$ cat src/verilog/latched_driver_map.svh
// timing and width constants for the serial-input latched driver
// assumes inclusion by bare name from the package and design file
`ifndef LATCHED_DRIVER_MAP_SVH
`define LATCHED_DRIVER_MAP_SVH
`define LD_CHANNELS 8
`define LD_CLK_PERIOD_NS 10
`define LD_CLK_TO_STROBE_NS 300
`define LD_STROBE_WIDTH_NS 100
`define LD_SYNC_STAGES 3
`define LD_SYNC_MID 1
`define LD_SYNC_LAST 2
`endif

$ cat src/verilog/latched_driver_pkg.sv
// types for the serial-input latched driver
// assumes the constant header is on the include path
`include "latched_driver_map.svh"
package latched_driver_pkg;
   typedef logic [`LD_CHANNELS-1:0] chan_vec_t;
   typedef logic [`LD_SYNC_STAGES-1:0] sync_vec_t;
endpackage : latched_driver_pkg

$ cat src/verilog/serial_latched_driver.sv
// logic of an eight-channel serial-input latched sink driver
// assumes the link pins arrive asynchronously to clk_i and are resynchronised here; rst_n_i is used as it arrives
`timescale 1ns/100ps
`include "latched_driver_map.svh"
module serial_latched_driver import latched_driver_pkg::*; #(
   parameter int CHANNELS = `LD_CHANNELS
) (
   // clock and reset
   input wire logic clk_i,
   input wire logic rst_n_i,
   // serial link pins
   input wire logic shift_clk_i,
   input wire logic serial_in_i,
   input wire logic strobe_i,
   input wire logic out_disable_i,
   output logic serial_out_o,
   // driver controls, one means sink on
   output logic [CHANNELS-1:0] sink_on_o
);

   // ********************************
   // pin synchronisers
   // ********************************
   // data passes the same depth as the clock so its level matches at the edge
   // limitation: pin pulses shorter than about two clocks may be missed,
   // and nothing flags the loss to the controller
   sync_vec_t sclk_sync_reg;
   sync_vec_t sdat_sync_reg;
   sync_vec_t strb_sync_reg;
   sync_vec_t oe_sync_reg;
   logic sclk_level_reg;
   logic strb_level_reg;
   logic oe_level_reg;

   always_ff @(posedge clk_i) begin
      if (!rst_n_i) begin
         sclk_sync_reg <= '0;
         sdat_sync_reg <= '0;
         strb_sync_reg <= '0;
         oe_sync_reg <= '1;
      end else begin
         sclk_sync_reg <= {sclk_sync_reg[`LD_SYNC_LAST-1:0], shift_clk_i};
         sdat_sync_reg <= {sdat_sync_reg[`LD_SYNC_LAST-1:0], serial_in_i};
         strb_sync_reg <= {strb_sync_reg[`LD_SYNC_LAST-1:0], strobe_i};
         oe_sync_reg <= {oe_sync_reg[`LD_SYNC_LAST-1:0], out_disable_i};
      end
   end

   // a change counts only once stages two and three agree
   always_ff @(posedge clk_i) begin
      if (!rst_n_i) begin
         sclk_level_reg <= 1'b0;
         strb_level_reg <= 1'b0;
         oe_level_reg <= 1'b1;
      end else begin
         if (sclk_sync_reg[`LD_SYNC_MID] == sclk_sync_reg[`LD_SYNC_LAST]) begin
            sclk_level_reg <= sclk_sync_reg[`LD_SYNC_LAST];
         end
         if (strb_sync_reg[`LD_SYNC_MID] == strb_sync_reg[`LD_SYNC_LAST]) begin
            strb_level_reg <= strb_sync_reg[`LD_SYNC_LAST];
         end
         if (oe_sync_reg[`LD_SYNC_MID] == oe_sync_reg[`LD_SYNC_LAST]) begin
            oe_level_reg <= oe_sync_reg[`LD_SYNC_LAST];
         end
      end
   end

   logic sclk_rise;
   // level register starts low like the idle pin, so reset gives no false edge
   assign sclk_rise = (sclk_sync_reg[`LD_SYNC_MID] == sclk_sync_reg[`LD_SYNC_LAST]) &&
      sclk_sync_reg[`LD_SYNC_LAST] && !sclk_level_reg;

   // ********************************
   // shift register
   // ********************************
   logic [CHANNELS-1:0] shift_reg;

   always_ff @(posedge clk_i) begin
      if (!rst_n_i) begin
         shift_reg <= '0;
      end else if (sclk_rise) begin
         shift_reg <= {shift_reg[CHANNELS-2:0], sdat_sync_reg[`LD_SYNC_LAST]};
      end
   end

   assign serial_out_o = shift_reg[CHANNELS-1];

   // ********************************
   // latches and drivers
   // ********************************
   logic [CHANNELS-1:0] latch_reg;
   logic [CHANNELS-1:0] sink_reg;

   // transparent while strobe high, so shifting shows through
   always_ff @(posedge clk_i) begin
      if (!rst_n_i) begin
         latch_reg <= '0;
      end else if (strb_level_reg) begin
         latch_reg <= shift_reg;
      end
   end

   genvar ch;
   generate
      for (ch = 0; ch < CHANNELS; ch++) begin : g_drv
         always_ff @(posedge clk_i) begin
            if (!rst_n_i) begin
               sink_reg[ch] <= 1'b0;
            end else begin
               sink_reg[ch] <= latch_reg[ch] && !oe_level_reg;
            end
         end
      end
   endgenerate

   assign sink_on_o = sink_reg;
endmodule : serial_latched_driver

$ cat config.mk
export PLATFORM = sky130hd
export DESIGN_NAME = serial_latched_driver
export DESIGN_NICKNAME = d
export VERILOG_FILES = /design/src/verilog/latched_driver_pkg.sv /design/src/verilog/serial_latched_driver.sv
export VERILOG_INCLUDE_DIRS = /design/src /design/src/verilog
export SDC_FILE = /design/constraint.sdc
export NUM_CORES = 1
export LEC_CHECK = 0
export BUFFER_PORTS_ARGS = -buffer_cell sky130_fd_sc_hd__buf_2
export CAP_MARGIN = 10
export CORE_UTILIZATION = 40
export DETAILED_ROUTE_END_ITERATION = 10
export GPL_TIMING_DRIVEN = 0
export SLEW_MARGIN = 20
export SYNTH_ARGS = -nofsm -noshare
export SYNTH_HDL_FRONTEND = slang
export SYNTH_SLANG_ARGS = --single-unit
export TNS_END_PERCENT = 100
$ cat constraint.sdc
create_clock -name clk_i -period 1.6 [get_ports clk_i]
set_clock_uncertainty 0.2 [all_clocks]
set_input_delay 0.32 -clock clk_i [delete_from_list [all_inputs] [get_ports clk_i]]
set_output_delay 0.32 -clock clk_i [all_outputs]
set_load 0.02 [all_outputs]
Yosys cells after proc, flatten, opt, wreduce, memory -nomap -nowiden
Index checks and enable logic that the tools add are counted.

storage, ports and cells
  register bits after elaboration = 39
  input bits = 6
  word-level logic and storage cells = 32

operators by class
  equal/unequal tests = 3
  reductions and logical operators = 12

operators with widths
  cell               number
  1-bit logical AND  10
  1-bit == test      3
  1-bit zero test    2

Longest topological paths before layout
  word-level depth = 3
  mapped depth = 4
  gate-level depth less buffers = 3

Worst setup path before layout
OpenSTA, ideal clock, no wires.

  path type = reg2reg
  from = register sclk_sync_reg[1]
  to = register shift_reg[0]
  arrival = 849 ps
  required time = 1280 ps
  setup slack = 431 ps
  cell stages (with the launch flop) = 5
  period minus slack after synthesis = 1169 ps
  path through = dfxtp_1 ha_1 nor2b_1 buf_4 mux2i_1

on the way
  word-level cells in the longest chain between the ends = 3

ends and longest elaborated chain
  element                         line                         text
  start, declared                 serial_latched_driver.sv:27  sync_vec_t sclk_sync_reg;
  start signal, assigned          serial_latched_driver.sv:42  sclk_sync_reg <= {sclk_sync_reg[`LD_SYNC_LAST-1:0], shift_clk_i};
  1-bit == test                   serial_latched_driver.sv:70  assign sclk_rise = (sclk_sync_reg[`LD_SYNC_MID] == sclk_sync_reg[`LD_SYNC_LAST]) &&
  1-bit logical AND (2 in a row)  serial_latched_driver.sv:70
  end signal, assigned            serial_latched_driver.sv:82  shift_reg <= {shift_reg[CHANNELS-2:0], sdat_sync_reg[`LD_SYNC_LAST]};
  end, declared                   serial_latched_driver.sv:76  logic [CHANNELS-1:0] shift_reg;

No other way between the ends.
A chain may end at the register's enable or synchronous reset.

Final worst setup path
  from = register shift_reg[7]
  to = output serial_out_o

RTL lines
  element        line                         text
  end, declared  serial_latched_driver.sv:16  output logic serial_out_o,

No word-level cell between the ends.

==> run summary <==
Combinational family with the most area after synthesis: simple AND/OR/NAND/NOR gates. The origin of the critical flop-to-flop path was sclk_sync_reg[2]$_SDFF_PN0_. The synthesized-area fraction occupied by adder cells came out at 0.989%. The count of placed standard cells in the final layout, fillers left out is 176, and the global route total overflow is 0. Cells fill 48.6% of the core in the end. The share of total power dissipated in sequential elements is 67.0%.

Cell area after placement: 0.00139 mm2. The count of buffers added on input and output ports is 14. The end of the worst register-to-register path was shift_reg[4]$_SDFFE_PN0P_.

The post-route DRC violation count was 0; the stage delay of the slowest cell on the critical path was 0.37 ns. The H-tree was split into 2 levels. Detailed placement finished with a half-perimeter wire length of 1070 um. Setup slack closes at 0.207 ns. The leakage power is 0.576 nW, and the source-to-sink clock delay at the later pin of the worst-skew pair is 0.33 ns.

Dividing the detail-routed via count by the number of cells gives 4.19. For this run, the number of Yosys warnings is 0. Setup violations remaining at the end of the flow were counted as 0. The logs give 284 for the final-layout fill cell count and 1.47 mW for the post-layout total power. The number of buffers created by CTS came out at 5. TritonCTS built the clock tree.

Counting distinct cell types in the post-synthesis netlist gives 16. The worst hold path begins at rst_n_i. Worst path buffer plus inverter count: 1. Traced cell by cell, the critical path runs through buf_2. After clock tree synthesis, the setup repair step added 0 buffers. The share of final-layout standard cells stronger than drive strength 1 came out at 18.9%. The tools report the post-placement cell count as 166. The measured slew at the worst slew-check pin is 0.123 ns.

The cell-internal power was 1.17 mW. Cell family with the largest share of critical-path delay: flip-flops. The slack of the worst reg-to-reg path is 0.37 ns. The run gives 0 ns as the final-layout setup total negative slack. For the post-cts resize count, the log shows 0. The classification of the worst-slack hold path was in -> reg. The number of antenna diodes was 0. In the finished design, the share of the clock period the worst path needs comes to 87.1%. The classification of the worst setup path was reg -> out. The run gives 0 as the number of hold violations in the final report. The tools report the number of global-route vias before repair as 661. Setup repair after global routing left no endpoint under its margin. The logs give 2730 um for the global-route wire length before repair and 39 for the clock net sink count.

The tools report the library cell used as clock root buffer as sky130_fd_sc_hd__clkbuf_4. Counting every instance in the synthesized netlist gives 108. The net count of the finished layout is 140.

Derived from the worst setup path, the maximum achievable clock frequency is 718 MHz. The run gives 3.0% as the proportion of power drawn by combinational gates. The master of the slowest instance on the critical path was sky130_fd_sc_hd__dfxtp_1. The area growth from synthesis to final layout is 16.3%, and the antenna violation net count after detailed routing is 0. Timing analysis after detailed placement gives a worst setup slack of 0.361 ns. The worst hold path stage count is 2.

The tools report the deepest clock path buffer count as 2. The wire length per cell after detailed routing was 9.31 um. The power per cell area is 1000 mW/mm2. Proportion of synthesized area in mux cells: 13.5%. The worst setup path is launched from a flop.

Sequential cell area fraction in the yosys report: 61.7%. For hold timing, the worst endpoint is oe_sync_reg[0]$_SDFF_PN1_. The wire length after detailed routing came out at 1640 um.

The synthesized netlist devotes 19.0% of its cell area to simple gates. The logs give 29.9% for the clock network power share and 0 for the max-slew violation count. The die height is 58.2 um. The worst ir drop on vdd was 0.000511 V; the switching share of power was 20.8%. The arrival time of data at the critical path endpoint was 0.87 ns; the synthesized net count was 115.

The congestion estimate from routability-driven global placement came to 0.724. In this run the core area contains 20 standard-cell rows. The synthesized netlist occupies a cell area of 0.00126 mm2. The overall fraction of global-route tracks in use was 11.5%. For the initial antenna violation count, the log shows 0. The largest net degree at the start of global routing came out at 11. Across all hold checks on the routed design, the worst slack comes to 0.0820 ns.

The routed design could run at a clock period as short as 1.39 ns. The first detailed-routing pass ran for 4 iterations. The final instance area is 0.00147 mm2. After clock tree synthesis, the clock-pin slew on the worst setup and hold paths is 0.10 ns. The die extent in x was 58.2 um. Synthesis inferred 39 register bits. Of all nets on the critical path, the largest fanout is 3.

The tools report the required arrival time at the worst endpoint as 1.08 ns. The number of DRC markers after the initial detailed-route iteration is 10, and the depth of the worst register-to-register path is 4. The count of max-cap constraint violations came out at 0.

The fraction of the mapped netlist area in compound gates was 1.78%. The flow ran to the end, and the final reports show no timing, DRC or antenna violations. The run gives 738 as the overall via count from detail_route. In this run the tightest slew margin relative to its limit is 91.6%.

15 I/O pins were placed. The post-synthesis average cell area was 11.7 um2. For this design the total switching power over the nets is 0.306 mW. Summing the areas of all xor and xnor instances in the mapped netlist gives 0% of the synthesized area. The die covers 0.00339 mm2. The worst setup path is captured at an output port. For the effective utilization at floorplan, the log shows 41.8%. The core area is 0.00303 mm2.
-- layout by cell type, fill, tap and decap left out, drive strengths merged --
cell type / Yosys / routed
a21oi: 1 / 1
dfxtp: 39 / 39
nor2: 1 / 1
nand2: 10 / 10
mux2i: 17 / 17
dlygate4sd3: 0 / 4
nand2b: 1 / 1
and2b: 1 / 1
a21boi: 1 / 1
or2b: 2 / 2
nor2b: 10 / 10
and2: 17 / 17
clkbuf: 1 / 7
buf: 4 / 18
o21ai: 2 / 2
ha: 1 / 1
-- what timing repair did --
action                                  4_1_cts  5_1_grt
hold endpoints to repair                      4        0
endpoints found under the setup margin        0        0
hold buffers                                  4        0
-- cell usage after synthesis --
| library cell | number | area share [%] |
|---|---|---|
| sky130_fd_sc_hd__or2b_1 | 2 | 1.2 |
| sky130_fd_sc_hd__nor2_1 | 1 | 0.30 |
| sky130_fd_sc_hd__nand2b_1 | 1 | 0.49 |
| sky130_fd_sc_hd__nand2_1 | 10 | 3.0 |
| sky130_fd_sc_hd__mux2i_1 | 17 | 13 |
| sky130_fd_sc_hd__buf_4 | 3 | 1.8 |
| sky130_fd_sc_hd__nor2b_1 | 10 | 4.9 |
| sky130_fd_sc_hd__o21ai_0 | 2 | 0.79 |
| sky130_fd_sc_hd__and2b_2 | 1 | 0.69 |
| sky130_fd_sc_hd__and2_1 | 17 | 8.4 |
| sky130_fd_sc_hd__a21oi_1 | 1 | 0.40 |
| sky130_fd_sc_hd__clkbuf_2 | 1 | 0.40 |
| sky130_fd_sc_hd__ha_1 | 1 | 0.99 |
| sky130_fd_sc_hd__buf_6 | 1 | 0.89 |
| sky130_fd_sc_hd__a21boi_0 | 1 | 0.59 |
| sky130_fd_sc_hd__dfxtp_1 | 39 | 62 |
-- power by group through the flow --
| stage | registers (mW) | clock network [mW] | logic (mW) |
|---|---|---|---|
| global route | 0.989 | 0.502 | 0.0489 |
| detailed placement | 1.01 | 0 | 0.0382 |
| floorplan | 1.01 | 0 | 0.0260 |
| global placement | 1.01 | 0 | 0.0377 |
| CTS | 0.987 | 0.463 | 0.0457 |
| finish | 0.987 | 0.441 | 0.0448 |
-- how the worst max path moves through the flow --
stage / startpoint / to / cells past startpoint
6_report: shift_reg[7]$_SDFFE_PN0P_ / serial_out_o / 1
5_1_grt: shift_reg[7]$_SDFFE_PN0P_ / serial_out_o / 1
4_1_cts: shift_reg[7]$_SDFFE_PN0P_ / serial_out_o / 1
3_5_place_dp: sclk_sync_reg[2]$_SDFF_PN0_ / shift_reg[2]$_SDFFE_PN0P_ / 4
3_3_place_gp: sclk_sync_reg[1]$_SDFF_PN0_ / shift_reg[7]$_SDFFE_PN0P_ / 4
2_1_floorplan: sclk_sync_reg[1]$_SDFF_PN0_ / shift_reg[0]$_SDFFE_PN0P_ / 4
-- routing by layer --
| layer | vias to the layer above | routed length [um] | global-route usage (%) |
|---|---|---|---|
| li1 | 392 | - | - |
| met4 | 0 | 58 | 10.2 |
| met1 | 322 | 785 | 12.0 |
| met2 | 17 | 725 | 17.9 |
| met5 | - | 0 | 0 |
| met3 | 7 | 70 | 4.69 |
-- layout make-up --
cell class	instances	area (um2)	share of cell area [%]
Clock buffer	6	41.3	2.81
Buffer	5	38.8	2.64
Timing Repair Buffer	18	110	7.48
Tap cell	44	55.1	3.74
Multi-Input combinational cell	64	445	30.3
Sequential cell	39	781	53.1
-- cell families (layout without fill, tap and decap cells) --
group           count (synthesis)  count (layout)
compound gates                  4               4
buf+inv                         5              29
fa+ha+maj                       1               1
mux                            17              17
simple gates                   42              42
flops                          39              39
No activity file was read; power rests on OpenSTA's default activity.
